--- src/hw/hdc_defs.vh ---
// Constants of the hand dryer controller: offsets, fields, resets, timing.
`ifndef HDC_DEFS_VH
`define HDC_DEFS_VH

// Clock rates in MHz.
`define HDC_CLK_MHZ 250
`define HDC_OSC_MHZ 20

// Register offsets (byte addresses).
`define HDC_OFF_CTRL 8'h00
`define HDC_OFF_STATUS 8'h04
`define HDC_OFF_MASK 8'h08
`define HDC_OFF_STATE 8'h0C
`define HDC_OFF_TEMP 8'h10
`define HDC_OFF_THRESH 8'h14
`define HDC_OFF_WDT_KICK 8'h18
`define HDC_OFF_OPT_WDT 8'hC0
`define HDC_OFF_OPT_SUPPLY 8'hC1
`define HDC_OFF_OPT_OSC 8'hC2
`define HDC_OFF_OPT_DEBUG 8'hC3

// Option byte contents.
`define HDC_OPT_WDT_VAL 8'hEF
`define HDC_OPT_SUPPLY_VAL 8'hE7
`define HDC_OPT_OSC_VAL 8'hF9
`define HDC_OPT_DEBUG_VAL 8'h85
`define HDC_OPT_WDT_EN_BIT 4

// Control fields and reset value.
`define HDC_CTRL_IRQ_EN 0
`define HDC_CTRL_RESET 2'h3
`define HDC_CTRL_SAMPLE_EN 1

// Status and mask fields.
`define HDC_EV_ARRIVE 0
`define HDC_EV_LEAVE 1
`define HDC_EV_CONV 2
`define HDC_EV_WDT 3
`define HDC_EV_W 4

// Temperature scale: millivolts per degree, offset, threshold degrees.
`define HDC_MV_PER_DEG 10
`define HDC_MV_OFFSET 500
`define HDC_THRESH_DEG 20
`define HDC_VREF_MV 5000
`define HDC_ADC_W 10
`define HDC_THRESH_MV (`HDC_MV_OFFSET + `HDC_MV_PER_DEG * `HDC_THRESH_DEG)
`define HDC_THRESH_CODE ((`HDC_THRESH_MV * 1024) / `HDC_VREF_MV)

// Reading refresh interval while a hand is present.
`define HDC_SAMPLE_US 100
`define HDC_SAMPLE_CYC (`HDC_SAMPLE_US * `HDC_CLK_MHZ)

// Watchdog counter width.
`define HDC_WDT_W 16

`endif

--- src/hw/hdc_top.v ---
// Hand dryer controller: presence input, temperature compare, drive outputs.
`timescale 1ns/1ps
`default_nettype none
`include "hdc_defs.vh"

// Behaviour
// - Fan drive output is high while a hand is detected.
// - Heater is high with a hand present and temperature at or below 20 C.
// - Heater is low with a hand present and temperature above 20 C.
// - With no hand, fan and heater are both low whatever the temperature.
// - The presence input is enabled after power on and its events acted on.
// - Sensor voltage is 10 mV per degree plus 500 mV; 20 C is 700 mV.
// - Fan and heater outputs are plain on/off levels, never modulated.
// - The watchdog is disabled by its option byte and does not count.
// - Logic is clocked at 250 MHz; the fast internal oscillator runs at 20 MHz.
// - Supply-level reset holds the block until the supply is good.
module hdc_top #(
  parameter [31:0] SAMPLE_CYC = `HDC_SAMPLE_CYC
) (
  // Clock and reset.
  input wire clk,
  input wire resetn,
  // Supply monitor pin, high once the supply passes the detection level.
  input wire supply_ok,
  // Presence sensor pin, low while a hand is sensed.
  input wire presence_irq_in_n,
  // Converter for the temperature channel, same clock.
  output wire adc_start,
  input wire adc_done,
  input wire [`HDC_ADC_W-1:0] adc_result,
  // Load drives.
  output reg fan_drive_out,
  output reg heater_drive_out,
  // Register port.
  input wire [7:0] reg_addr,
  input wire [31:0] reg_wdata,
  input wire reg_wr,
  input wire reg_rd,
  output reg [31:0] reg_rdata,
  // Interrupt.
  output wire irq
);

  localparam [2:0] ST_IDLE = 3'b001;
  localparam [2:0] ST_GAP = 3'b010;
  localparam [2:0] ST_CONV = 3'b100;
  localparam integer THRESH_INIT = `HDC_THRESH_CODE;

  // Synchronisers for the pins.
  reg pres_meta;
  reg pres_sync_n;
  reg sup_meta;
  reg sup_sync;

  // Registers.
  reg [1:0] ctrl;
  reg [`HDC_EV_W-1:0] status;
  reg [`HDC_EV_W-1:0] mask;
  reg [`HDC_ADC_W-1:0] temp_code;
  reg [`HDC_ADC_W-1:0] thresh;
  reg temp_valid;
  reg present_q;

  // Converter sequencing.
  reg [2:0] state;
  reg [2:0] next_state;
  reg [31:0] gap_cnt;
  reg [`HDC_WDT_W-1:0] wdt_cnt;

  wire rst;
  wire present;
  wire cold;
  wire wdt_en;
  wire [`HDC_EV_W-1:0] events;
  wire [`HDC_EV_W-1:0] w1c;
  wire wr_ctrl;
  wire wr_status;
  wire wr_mask;
  wire wr_thresh;
  wire wr_kick;
  wire [7:0] opt_wdt;
  wire wdt_wrap;
  wire [31:0] thresh_init;
  wire ev_arrive;
  wire ev_leave;
  wire ev_conv;
  genvar gi;

  // The supply monitor pin passes two flops before it may hold the reset.
  always @(posedge clk) begin
    if (!resetn) begin
      sup_meta <= 1'b0;
      sup_sync <= 1'b0;
    end else begin
      sup_meta <= supply_ok;
      sup_sync <= sup_meta;
    end
  end

  // Everything but the supply synchroniser stays in reset while low.
  assign rst = !resetn || !sup_sync;

  // The presence pin idles high, so its synchroniser resets to high.
  always @(posedge clk) begin
    if (rst) begin
      pres_meta <= 1'b1;
      pres_sync_n <= 1'b1;
    end else begin
      pres_meta <= presence_irq_in_n;
      pres_sync_n <= pres_meta;
    end
  end

  // A low level on the sensor means a hand; gated by the input enable.
  assign present = ctrl[`HDC_CTRL_IRQ_EN] && !pres_sync_n;

  always @(posedge clk) begin
    if (rst) begin
      present_q <= 1'b0;
    end else begin
      present_q <= present;
    end
  end

  // Threshold in converter codes of the sensor scale.
  assign cold = temp_valid && (temp_code <= thresh);

  // Outputs are plain levels taken straight from the decision.
  always @(posedge clk) begin
    if (rst) begin
      fan_drive_out <= 1'b0;
      heater_drive_out <= 1'b0;
    end else begin
      fan_drive_out <= present;
      heater_drive_out <= present && cold;
    end
  end

  // Sampling sequencer: request readings only while a hand is there.
  always @* begin
    next_state = state;
    case (state)
      ST_IDLE: begin
        if (present && ctrl[`HDC_CTRL_SAMPLE_EN]) begin
          next_state = ST_CONV;
        end
      end
      ST_CONV: begin
        if (adc_done) begin
          next_state = ST_GAP;
        end
      end
      ST_GAP: begin
        if (!present || !ctrl[`HDC_CTRL_SAMPLE_EN]) begin
          next_state = ST_IDLE;
        end else if (gap_cnt == 32'h0000_0000) begin
          next_state = ST_CONV;
        end
      end
      default: begin
        next_state = ST_IDLE;
      end
    endcase
  end

  // A request during reset would leave the converter answering no one.
  assign adc_start = !rst && (state != ST_CONV) && (next_state == ST_CONV);

  always @(posedge clk) begin
    if (rst) begin
      state <= ST_IDLE;
      gap_cnt <= 32'h0000_0000;
    end else begin
      state <= next_state;
      if (state == ST_CONV) begin
        gap_cnt <= SAMPLE_CYC - 32'h0000_0001;
      end else if (gap_cnt != 32'h0000_0000) begin
        gap_cnt <= gap_cnt - 32'h0000_0001;
      end
    end
  end

  // A result is accepted only when one was requested.
  always @(posedge clk) begin
    if (rst) begin
      temp_code <= {`HDC_ADC_W{1'b0}};
      temp_valid <= 1'b0;
    end else if (state == ST_CONV && adc_done) begin
      temp_code <= adc_result;
      temp_valid <= 1'b1;
    end
  end

  // The watchdog counts only when its option byte enables it.
  assign opt_wdt = `HDC_OPT_WDT_VAL;
  assign wdt_en = opt_wdt[`HDC_OPT_WDT_EN_BIT];
  assign wdt_wrap = wdt_en && (&wdt_cnt);

  always @(posedge clk) begin
    if (rst || wr_kick) begin
      wdt_cnt <= {`HDC_WDT_W{1'b0}};
    end else if (wdt_en) begin
      wdt_cnt <= wdt_cnt + {{(`HDC_WDT_W-1){1'b0}}, 1'b1};
    end
  end

  // Register decode.
  assign wr_ctrl = reg_wr && (reg_addr == `HDC_OFF_CTRL);
  assign wr_status = reg_wr && (reg_addr == `HDC_OFF_STATUS);
  assign wr_mask = reg_wr && (reg_addr == `HDC_OFF_MASK);
  assign wr_thresh = reg_wr && (reg_addr == `HDC_OFF_THRESH);
  assign wr_kick = reg_wr && (reg_addr == `HDC_OFF_WDT_KICK);

  // Events of this cycle; a new event outranks a clearing write.
  assign ev_arrive = !present_q && present;
  assign ev_leave = present_q && !present;
  assign ev_conv = (state == ST_CONV) && adc_done;
  assign events = {wdt_wrap, ev_conv, ev_leave, ev_arrive};
  assign w1c = wr_status ? reg_wdata[`HDC_EV_W-1:0] : {`HDC_EV_W{1'b0}};
  assign thresh_init = THRESH_INIT;

  // Each status bit is sticky: its event sets it, a written one clears it.
  generate
    for (gi = 0; gi < `HDC_EV_W; gi = gi + 1) begin : g_status
      always @(posedge clk) begin
        if (rst) begin
          status[gi] <= 1'b0;
        end else if (events[gi]) begin
          status[gi] <= 1'b1;
        end else if (w1c[gi]) begin
          status[gi] <= 1'b0;
        end
      end
    end
  endgenerate

  always @(posedge clk) begin
    if (rst) begin
      ctrl <= `HDC_CTRL_RESET;
      mask <= {`HDC_EV_W{1'b0}};
      thresh <= thresh_init[`HDC_ADC_W-1:0];
    end else begin
      if (wr_ctrl) begin
        ctrl <= reg_wdata[1:0];
      end
      if (wr_mask) begin
        mask <= reg_wdata[`HDC_EV_W-1:0];
      end
      if (wr_thresh) begin
        thresh <= reg_wdata[`HDC_ADC_W-1:0];
      end
    end
  end

  assign irq = |(status & mask);

  // Read data stand in the cycle after the strobe only.
  always @(posedge clk) begin
    if (rst || !reg_rd) begin
      reg_rdata <= 32'h0000_0000;
    end else begin
      case (reg_addr)
        `HDC_OFF_CTRL: begin
          reg_rdata <= {30'h0000_0000, ctrl};
        end
        `HDC_OFF_STATUS: begin
          reg_rdata <= {28'h000_0000, status};
        end
        `HDC_OFF_MASK: begin
          reg_rdata <= {28'h000_0000, mask};
        end
        `HDC_OFF_STATE: begin
          reg_rdata <= {28'h000_0000, temp_valid, heater_drive_out,
                        fan_drive_out, present};
        end
        `HDC_OFF_TEMP: begin
          reg_rdata <= {22'h00_0000, temp_code};
        end
        `HDC_OFF_THRESH: begin
          reg_rdata <= {22'h00_0000, thresh};
        end
        `HDC_OFF_OPT_WDT: begin
          reg_rdata <= {24'h00_0000, opt_wdt};
        end
        `HDC_OFF_OPT_SUPPLY: begin
          reg_rdata <= {24'h00_0000, `HDC_OPT_SUPPLY_VAL};
        end
        `HDC_OFF_OPT_OSC: begin
          reg_rdata <= {24'h00_0000, `HDC_OPT_OSC_VAL};
        end
        `HDC_OFF_OPT_DEBUG: begin
          reg_rdata <= {24'h00_0000, `HDC_OPT_DEBUG_VAL};
        end
        default: begin
          reg_rdata <= 32'h0000_0000;
        end
      endcase
    end
  end

endmodule
`default_nettype wire

--- config.mk ---
export PLATFORM = sky130hd
export DESIGN_NAME = hdc_top
export DESIGN_NICKNAME = d
export VERILOG_FILES = /design/src/hw/hdc_top.v
export VERILOG_INCLUDE_DIRS = /design/src /design/src/hw
export SDC_FILE = /design/constraint.sdc
export NUM_CORES = 1
export LEC_CHECK = 0
export BUFFER_PORTS_ARGS = -buffer_cell sky130_fd_sc_hd__clkbuf_2
export CAP_MARGIN = 30
export CORE_ASPECT_RATIO = 1.1
export CORE_UTILIZATION = 50
export DETAILED_ROUTE_END_ITERATION = 8
export PLACE_DENSITY_LB_ADDON = 0.2
export SYNTH_ARGS = -nofsm -noshare
export SYNTH_HDL_FRONTEND = slang
export SYNTH_SLANG_ARGS = --single-unit
--- constraint.sdc ---
create_clock -name clk -period 4 [get_ports clk]
set_clock_uncertainty 0.1 [all_clocks]
set_input_delay 0.2 -clock clk [delete_from_list [all_inputs] [get_ports clk]]
set_output_delay 0.2 -clock clk [all_outputs]
set_load 0.05 [all_outputs]
==> results of run 1 <==
==> stage by stage <==
| stage | setup WS, ns | cells | hold slack, ns | cell area (sq um) | utilization [%] |
|---|---|---|---|---|---|
| floorplan | 0.752 | 509 | 0.201 | 4160 | - |
| global placement | 1.26 | 629 | 0.280 | 4330 | 54.8 |
| detailed placement | 1.15 | 629 | 0.285 | 4330 | 54.8 |
| CTS | 0.957 | 664 | 0.000298 | 4770 | 60.2 |
| global route | 0.821 | 664 | 0.00171 | 4770 | 60.2 |
| finish | 0.954 | 664 | 0.00229 | 4770 | 60.2 |
==> worst reg2reg max path, delay by kind of cell (launching register included) <==
| kind | cells | cell delay (ns) |
|---|---|---|
| simple gates | 3 | 1.90 |
| compound gates | 2 | 0.39 |
| flops | 1 | 0.34 |
==> registers in the layout, indices dropped and copies added (netlist names) <==
signal	flops
ctrl	2
sup_meta	1
mask	4
fan_drive_out	1
temp_code	10
reg_rdata	10
thresh	10
heater_drive_out	1
status	3
temp_valid	1
state	3
gap_cnt	32
pres_meta	1
pres_sync_n	1
sup_sync	1
==> worst paths after layout <==
path,start,slack [ns],endpoint,cells past startpoint
setup / recovery,gap_cnt[20],0.95,adc_start,7
hold / removal,adc_result[9],0.002,temp_code[9],3
setup reg to reg,gap_cnt[20],1.20,gap_cnt[13],5
hold reg to reg,pres_meta,0.31,pres_sync_n,1
==> placed cells by master, fill, tap and decap left out, types with 4 or more instances in the layout <==
master	netlist	routed
a21oi_1	55	55
a22oi_1	7	7
a31oi_1	7	7
and2_1	4	4
buf_4	22	6
clkbuf_2	0	48
clkbuf_8	0	9
conb_1	1	22
dfxtp_1	81	81
dlygate4sd3_1	0	19
ha_1	12	12
inv_1	17	17
mux2i_1	7	7
nand2_1	54	54
nand2b_1	9	9
nand3_1	26	26
nand4_1	5	5
nand4b_1	6	6
nor2_1	36	36
nor3_1	10	10
nor3b_1	4	4
nor4_1	5	4
o21ai_0	10	10
o31ai_1	10	10
or3_1	14	14
or4_1	16	16
xnor2_1	5	5
==> area by class of cell <==
cell class,instances,area share [%]
Timing Repair Buffer,73,9.97
Tap cell,108,2.83
Clock buffer,10,2.68
Clock inverter,6,2.41
Multi-Input combinational cell,369,46.7
Inverter,17,1.34
Sequential cell,81,34.0
==> kinds of logic after synthesis <==
group                      Yosys count
AOI/OAI and AO/OA                  114
and+or+nand+nor                    206
other                                1
adders and majority gates           12
buffers and inverters               59
DFF                                 81
xor gates and xnor gates             5
muxes                               10
==> per-layer routing <==
| layer | vias to the layer above | global-route usage (%) | wire [microns] |
|---|---|---|---|
| li1 | 1865 | - | - |
| met1 | 1718 | 27.8 | 4150 |
| met5 | - | 0 | 0 |
| met2 | 86 | 41.8 | 4830 |
| met4 | 0 | 8.68 | 217 |
| met3 | 22 | 4.52 | 345 |
==> timing repair <==
action	in CTS	in global routing
hold buffers	19	0
endpoints found under the setup margin	0	0
hold endpoints to repair	18	0
==> impl_results.md, run 1 <==
- First-pass GRT wire length: 16100 microns
- CTS tree: yes
- Fin nets: 620
- Clock root buffer: clkbuf_8
- Post-synthesis compound-gate area fraction: 17.5%
- Max Cap Viol: 0
- Port-buffer cells: 48
- Rel. slew slack: 39.8%
- Vias per inst: 5.56
- Fill count: 720
- Synth Area in Adders: 3.68%
- CP Cell Sequence: or4_1 > nor4_4 > nand4b_1 > buf_4 > nand3_1 > nor3b_1 > clkbuf_2
- #FFs+latches synth: 81
- WP data arrival: 2.75 ns
- Clock-pin slew on the worst setup and hold paths: 0.08 ns
- Clk Latency, worst-skew pair: 0.35 ns
- H-tree depth: 3
- Yosys top cell by area: dfxtp_1
- First-pass DRT Iterations: 4
- Slowest cell on crit path: or4_1
- Worst path required time: 3.70 ns
- Postcts setup bufs: 0
- Combinational family with the most area after synthesis: simple AND/OR/NAND/NOR gates
- Ys Warns: 0
- Post-synthesis cell type count: 55
- Total Routing Usage GR: 23.7%
- Routed Wire Length: 9540 microns
- Core Rows: 34
- Clock buffer count from CTS: 9
- Mux cell area share after synthesis: 2.55%
- Share of cells above drive strength 1: 16.2%
- Seq/Total Area, Yosys: 39.8%
- Post-synth EDFFs: 0
- Post-DRT Antenna Nets: 0
- Top-area cell type share of the netlist area: 39.8%
- Initial antenna violation count: 0
- Core area: 7910 sq um
- Max Slew Vio Count: 0
- Number of diodes: 0
- F_max: 0.328 GHz
- Worst-path fanout max: 11
- Synth top cells by count: dfxtp_1 (81), a21oi_1 (55), nand2_1 (54)
- Via count: 3691
- CP Capture Type: output port
- CP max stage delay: 0.63 ns
- Period minus WS final: 3.05 ns
- Final Cycle Share: 76.1%
- Most frequent cell after synthesis: dfxtp_1
- # resized after CTS: 0
- Mapped Cells: 488
- Kind of critical path: reg -> out
- Io pins: 93
- Largest net degree at the start of global routing: 35
- Final-report hold violation count: 0
- Final setup fails: 0
- Asr flop ratio synth: 0%
- Delay-heaviest family, CP: simple AND/OR/NAND/NOR gates
- Initial Util: 51.5%
- Die width: 88.1 microns
- Worst-Margin Slew: 0.894 ns
- Simple-gate share of the synthesized area: 27.7%
- DPL Wire Length: 6680 microns
- Gpl congestion: 0.793
- RSZ-0062 raised after global routing: false
- Setup TNS: 0 ns
- Number of DRC markers in iteration 0: 144
- Avg WL per Cell: 14.4 microns
- Status: finished, final reports clean
- Register area: 1620 sq um
- DIE AREA: 8520 sq um
- Synth Flop Type: dfxtp_1
- Avg Cell Area, Syn: 8.36 sq um
- Post-Synthesis Cell Area: 4080 sq um
- Multi-input gate area in the final layout: 2230 sq um
- Startpoint types: flop
- Residual DRC count: 0
- GRT overflow: 0
- Vias in the first global route: 3547
- XOR/XNOR Fraction of Synth Area: 1.07%
- Max Root-Sink Buffers: 2
- Area grow syn2layout: 16.9%
- Clock Sinks: 81
- HP Class: in -> reg
- Critical path buffer and inverter count: 2
- Top post-synthesis cells by area: dfxtp_1 (40%), a21oi_1 (6.8%), nand2_1 (5.0%)
- Chip height: 96.7 microns
Power of run 1 is not shown: default switching activity piles up to over one toggle a cycle in this logic, so the estimate is an artifact.
==> run 2: changes to the inputs <==
--- a/config.mk
+++ b/config.mk
@@ -6,6 +6,7 @@
 export SDC_FILE = /design/constraint.sdc
 export NUM_CORES = 1
 export LEC_CHECK = 0
+export ABC_AREA = 1
 export BUFFER_PORTS_ARGS = -buffer_cell sky130_fd_sc_hd__clkbuf_2
 export CAP_MARGIN = 30
 export CORE_ASPECT_RATIO = 1.1
==> constraint.sdc (replaced) <==
create_clock -name clk -period 3.15 [get_ports clk]
set_clock_uncertainty 0.1 [all_clocks]
set_input_delay 0.1575 -clock clk [delete_from_list [all_inputs] [get_ports clk]]
set_output_delay 0.1575 -clock clk [all_outputs]
set_load 0.05 [all_outputs]
==> impl_results.md, run 2 <==
- Slowest cell on crit path: dfxtp_1
- Final setup fails: 0 (unchanged)
- Die width: 93.2 microns (+5.8%)
- CTS tree: yes
- DPL Wire Length: 8420 microns (+26%)
- F_max: 0.433 GHz
- First-pass GRT wire length: 19000 microns (+18%)
- Final-report hold violation count: 0 (unchanged)
- #FFs+latches synth: 81 (unchanged)
- Number of DRC markers in iteration 0: 293 (+100%)
- Mapped Cells: 707 (+45%)
- Max Root-Sink Buffers: 2 (unchanged)
- Number of diodes: 0 (unchanged)
- First-pass DRT Iterations: 5 (+1)
- Seq/Total Area, Yosys: 35.4% (-4.3 points)
- Hold Path Depth: 3 (unchanged)
- Most frequent cells in the layout: nand2_1 (187), nor2_1 (136), inv_1 (81), dfxtp_1 (81), clkbuf_2 (48)
- Total Routing Usage GR: 25.6% (+1.9 points)
- GRT overflow: 0 (unchanged)
- Post-synthesis cell type count: 33 (-40%)
- Vias per inst: 5.02 (-9.6%)
- Postcts setup bufs: 0 (unchanged)
- Final Cycle Share: 73.3%
- Avg Cell Area, Syn: 6.48 sq um (-23%)
- Worst path required time: 2.89 ns (-0.81 ns)
- Post-DRT Antenna Nets: 0 (unchanged)
- Via count: 4506 (+22%)
- Ys Warns: 0 (unchanged)
- Worst Reg2Reg Path Length in Cells: 6 (+1)
- CP Cell Sequence: inv_2 > ha_1 > nand2_1 > nor2_1 > nand2_1 > nor2_1 > nand3_1 > a21oi_1 > clkbuf_2
- Port-buffer cells: 48 (unchanged)
- Worst Setup SP: gap_cnt[0]
- Delay-heaviest family, CP: simple AND/OR/NAND/NOR gates
- Initial antenna violation count: 0 (unchanged)
- Initial Util: 51.6% (+0.060 points)
- Yosys top cell by area: dfxtp_1
- Core Rows: 36 (+5.9%)
- Clk Latency, worst-skew pair: 0.36 ns (about the same)
- RSZ-0062 raised after global routing: false
- Startpoint types: flop
- Avg WL per Cell: 12.8 microns (-11%)
- Clock root buffer: clkbuf_8
- Io pins: 93 (unchanged)
- Status: finished, final reports clean
- Top post-synthesis cells by area: dfxtp_1 (35%), nand2_1 (15%), nor2_1 (11%)
- Reg2reg start: state[1]
- Worst-Margin Slew: 0.551 ns (-0.343 ns)
- Area grow syn2layout: 14.8%
- Synth top cells by count: nand2_1 (187), nor2_1 (136), dfxtp_1 (81), inv_1 (81), nand3_1 (41)
- WP data arrival: 2.05 ns (-0.70 ns)
- Synth Flop Type: dfxtp_1
- CP max stage delay: 0.34 ns (-0.29 ns)
- Post-Synthesis Cell Area: 4580 sq um (+12%)
- Chip height: 102 microns (+5.8%)
- Kind of critical path: reg -> out
- Fin nets: 847 (+37%)
- Clock-pin slew on the worst setup and hold paths: 0.08 ns (about the same)
- Rel. slew slack: 63.2% (+23 points)
- HP Class: in -> reg
- R2r setup slk: 1.08 ns (-0.12 ns)
- Clock Sinks: 81 (unchanged)
- Period minus WS final: 2.31 ns
- Most frequent cell after synthesis: nand2_1
- R2R Path End: temp_code[6]
- CP Capture Type: output port
- Vias in the first global route: 4129 (+16%)
- Max Slew Vio Count: 0 (unchanged)
- Largest Register: gap_cnt
- Routed Wire Length: 11500 microns (+20%)
- Worst-path fanout max: 8 (-3)
- Max Cap Viol: 0 (unchanged)
- Clock buffer count from CTS: 9 (unchanged)
- Worst hold path startpoint: adc_result[0]
- Worst Hold End: temp_code[0]
- Core area: 8870 sq um (+12%)
- DIE AREA: 9540 sq um (+12%)
- Largest net degree at the start of global routing: 27 (-23%)
- # resized after CTS: 0 (unchanged)
- Share of cells above drive strength 1: 13.2% (-3.0 points)
- H-tree depth: 3 (unchanged)
- Most common library cell in the layout ignoring fill and taps: nand2_1
- Critical path buffer and inverter count: 2 (unchanged)
- Setup TNS: 0 ns (unchanged)
- Top-area cell type share of the netlist area: 35.4% (-4.3 points)
- Gpl congestion: 0.958 (+21%)
- Residual DRC count: 0 (unchanged)
- Post-synth EDFFs: 0 (unchanged)
- Max reg flops: 32 (unchanged)
- Asr flop ratio synth: 0% (unchanged)
## run 2: final cells by class
| cell class | count | area (sq um) |
|---|---|---|
| fill | 855 | 3620 |
| multi-input combinational | 526 | 2470 |
| sequential | 81 | 1620 |
| timing repair buffer | 73 | 483 |
| inverter | 87 | 327 |
| tap | 114 | 143 |
| clock buffer | 10 | 128 |
| clock inverter | 6 | 82.6 |
## run 2: through the flow
step / utilization [%] / hold slack [ns] / setup slack (ns) / cell area, sq um / instances
after floorplan: - / 0.151 / 1.11 / 4660 / 728
after global placement: 54.4 / 0.247 / 1.24 / 4820 / 859
after detailed placement: 54.4 / 0.258 / 1.13 / 4820 / 859
after CTS: 59.2 / 0.00837 / 0.820 / 5250 / 897
after global routing: 59.2 / 0.0328 / 0.604 / 5250 / 897
final: 59.2 / 0.0109 / 0.842 / 5250 / 897
## run 2: worst max path at each step
stage,endpoint,slack (ns),cells after the start
4_1_cts,adc_start,0.82,9
5_1_grt,adc_start,0.60,9
6_report,adc_start,0.84,9
3_3_place_gp,temp_code[5],1.24,6
2_1_floorplan,adc_start,1.11,8
3_5_place_dp,temp_code[6],1.13,6
## run 2: logic make-up after synthesis
| group | count (synthesis) | synth area share, % |
|---|---|---|
| AND/OR/NAND/NOR | 395 | 36.1 |
| buffers and inverters | 121 | 12.4 |
| AO/OA/AOI/OAI | 86 | 10.6 |
| flip-flops | 81 | 35.4 |
| adder cells (fa/ha/maj) | 12 | 3.28 |
| XOR/XNOR | 11 | 2.10 |
| other | 1 | 0.0819 |
## run 2: repair_timing
action	in CTS	in global routing
hold buffers	22	0
setup endpoints to repair	0	0
hold endpoints to repair	24	0
## run 2: worst register-to-register path, cell delays in order (launching register included)
cell and delay (ns):
dfxtp_1 0.34, nor2_1 0.11, nand2_1 0.19, inv_1 0.36
nand2_1 0.45, o21ai_0 0.33, a21oi_1 0.07
## run 2: metal layers
layer / GRT usage (%) / share of wire (%) / vias up
met2: 41.2 / 46 / 146
met5: 0 / 0 / -
li1: - / - / 2309
met4: 10.3 / 2.0 / 0
met3: 4.32 / 4.5 / 19
met1: 34.2 / 47 / 2032
Power of run 2 is left out for the same reason.
==> run 3: changes to the inputs <==
--- a/config.mk
+++ b/config.mk
@@ -6,7 +6,7 @@
 export SDC_FILE = /design/constraint.sdc
 export NUM_CORES = 1
 export LEC_CHECK = 0
-export ABC_AREA = 1
+export ABC_AREA = 0
 export BUFFER_PORTS_ARGS = -buffer_cell sky130_fd_sc_hd__clkbuf_2
 export CAP_MARGIN = 30
 export CORE_ASPECT_RATIO = 1.1
==> constraint.sdc (replaced) <==
create_clock -name clk -period 2.3 [get_ports clk]
set_clock_uncertainty 0.1 [all_clocks]
set_input_delay 0.115 -clock clk [delete_from_list [all_inputs] [get_ports clk]]
set_output_delay 0.115 -clock clk [all_outputs]
set_load 0.05 [all_outputs]
==> impl_results.md, run 3 (synthesized netlist as in run 1, its figures left out) <==
- Most frequent cells in the layout: dfxtp_1 (73), nand2_1 (54), a21oi_1 (52), clkbuf_2 (47), buf_4 (45)
- Worst-Margin Slew: 0.735 ns (+0.184 ns)
- F_max: 0.401 GHz
- Gpl congestion: 0.810 (-15%)
- PnR worst setup slack: -0.195 ns (-1.04 ns)
- Clock-pin slew on the worst setup and hold paths: 0.09 ns (about the same)
- Initial Util: 51.5% (-0.060 points)
- DPL Wire Length: 7280 microns (-13%)
- Pre-CTS WS: -0.0108 ns (-1.14 ns)
- Clk Latency, worst-skew pair: 0.37 ns (about the same)
- Rel. slew slack: 50.8% (-12 points)
- Period minus WS final: 2.49 ns
- Placed cell areas: 4600 sq um (-4.6%)
- CP Cell Sequence: or4_4 > nor4_4 > nand4b_1 > nand3_2 > nor3b_4 > buf_12
- Die width: 88.1 microns (-5.5%)
- Total Routing Usage GR: 25.7% (+0.10 points)
- Kind of critical path: reg -> out
- Max reg flops: 32 (unchanged)
- Share of cells above drive strength 1: 25.9% (+13 points)
- Slowest cell on crit path: or4_4
- Critical path endpoint: adc_start
- RSZ-0062 raised after global routing: true
- Worst Setup SP: gap_cnt[21]
- Startpoint types: flop
- Delay-heaviest family, CP: simple AND/OR/NAND/NOR gates
- First-pass DRT Iterations: 7 (+2)
- Setup TNS: -0.329 ns (-0.329 ns)
- Clock Sinks: 81 (unchanged)
- Routed Wire Length: 10400 microns (-9.0%)
- Number of diodes: 0 (unchanged)
- Worst-path fanout max: 4 (-4)
- Core area: 7910 sq um (-11%)
- Worst Reg2Reg Path Length in Cells: 5 (-1)
- Clock buffer count from CTS: 9 (unchanged)
- Avg WL per Cell: 14.7 microns (+15%)
- Most common library cell in the layout ignoring fill and taps: dfxtp_1
- Residual DRC count: 0 (unchanged)
- Final setup fails: 6 (+6)
- CP Capture Type: output port
- Largest Register: gap_cnt
- Area grow syn2layout: 28.2%
- HP Class: in -> reg
- Chip height: 96.7 microns (-5.5%)
- Pleak: 2.18 nW
- DIE AREA: 8520 sq um (-11%)
- Peak supply drop: 1720 uV
- Number of DRC markers in iteration 0: 164 (-44%)
- Worst path required time: 2.09 ns (-0.80 ns)
- CP max stage delay: 0.55 ns (+0.21 ns)
- Core Rows: 34 (-5.6%)
- Largest net degree at the start of global routing: 33 (+22%)
- First-pass GRT wire length: 17100 microns (-9.8%)
- PD cells: 1720 nW/um^2
- Fin nets: 667 (-21%)
- Max Slew Vio Count: 0 (unchanged)
- Final Cycle Share: 108%
- Reg2reg start: gap_cnt[16]
- CTS tree: yes
- Vias per inst: 5.48 (+9.1%)
- Max Root-Sink Buffers: 2 (unchanged)
- Via count: 3896 (-14%)
- Port-buffer cells: 48 (unchanged)
- R2r setup slk: -0.09 ns (-1.17 ns)
- Final design utilization: 66.1% (+6.8 points)
- WP depth: 6 (-3)
- Status: finished with violations
- Max Cap Viol: 0 (unchanged)
- Io pins: 93 (unchanged)
- Final-report hold violation count: 0 (unchanged)
- H-tree depth: 3 (unchanged)
- Clock root buffer: clkbuf_8
- Vias in the first global route: 3694 (-11%)
- Post-DRT Antenna Nets: 0 (unchanged)
- WP data arrival: 2.28 ns (+0.23 ns)
- GRT overflow: 0 (unchanged)
- R2R Path End: gap_cnt[26]
- Initial antenna violation count: 0 (unchanged)
- Critical path buffer and inverter count: 1 (-1)
- Final Cell Area: 5230 sq um (-0.52%)
- Failing checks: setup timing
==> run 3: layout make-up <==
cell class | count | area, sq um
clock buffers | 9 | 124
flip-flops and latches | 81 | 1630
fillers | 683 | 2690
multi-input cells | 370 | 2330
repair buffers | 119 | 856
inverters | 17 | 63.8
clock inverters | 7 | 83.8
well taps | 108 | 135
==> run 3: worst reg2reg max path: cells and delay by family, from the launching register on <==
family,cells,cell delay [ns]
DFF,1,0.34
and+or+nand+nor,4,1.77
AOI/OAI and AO/OA,1,0.13
==> run 3: report_power, final <==
| part | switching, mW | total (mW) | internal (mW) | leakage [nW] |
|---|---|---|---|---|
| Combinational | 3.32 | 6.30 | 2.97 | 1.42 |
| Sequential | 0.0805 | 1.59 | 1.51 | 0.657 |
| Clock | 0.591 | 1.11 | 0.522 | 0.103 |
==> run 3: metrics by stage <==
step / hold slack, ns / cells / power (mW)
detailed placement: 0.200 / 660 / 14.5
global placement: 0.195 / 660 / 12.9
global route: 0.0228 / 711 / 9.81
floorplan: 0.116 / 509 / 10.4
finish: 0.0174 / 711 / 9.00
CTS: 0.0157 / 704 / 14.1
==> run 3: timing repair <==
action                                 4_1_cts  5_1_grt
hold buffers                                24        0
endpoints found under the hold margin       30        0
resized for setup                            5       20
setup endpoints to repair                    3        7
cloned                                       0        1
pin swaps                                    4       12
buffers inserted                             4        6
==> run 3: how the worst min path moves through the flow <==
stage / start / end / slack [ns] / cells after the start
floorplan: presence_irq_in_n / pres_meta / 0.12 / 1
global placement: presence_irq_in_n / pres_meta / 0.19 / 2
detailed placement: presence_irq_in_n / pres_meta / 0.20 / 2
CTS: reg_addr[1] / reg_rdata[6] / 0.02 / 3
global route: reg_addr[0] / reg_rdata[6] / 0.02 / 3
finish: reg_addr[1] / reg_rdata[6] / 0.02 / 3
==> run 3: routing by layer <==
| metal | share of wire, % | vias to the layer above | global-route usage, % |
|---|---|---|---|
| li1 | - | 1965 | - |
| met1 | 43 | 1822 | 30.4 |
| met2 | 51 | 89 | 44.4 |
| met3 | 3.0 | 20 | 3.75 |
| met4 | 2.6 | 0 | 12.7 |
| met5 | 0 | - | 0 |
(Power assumes the default switching activity.)
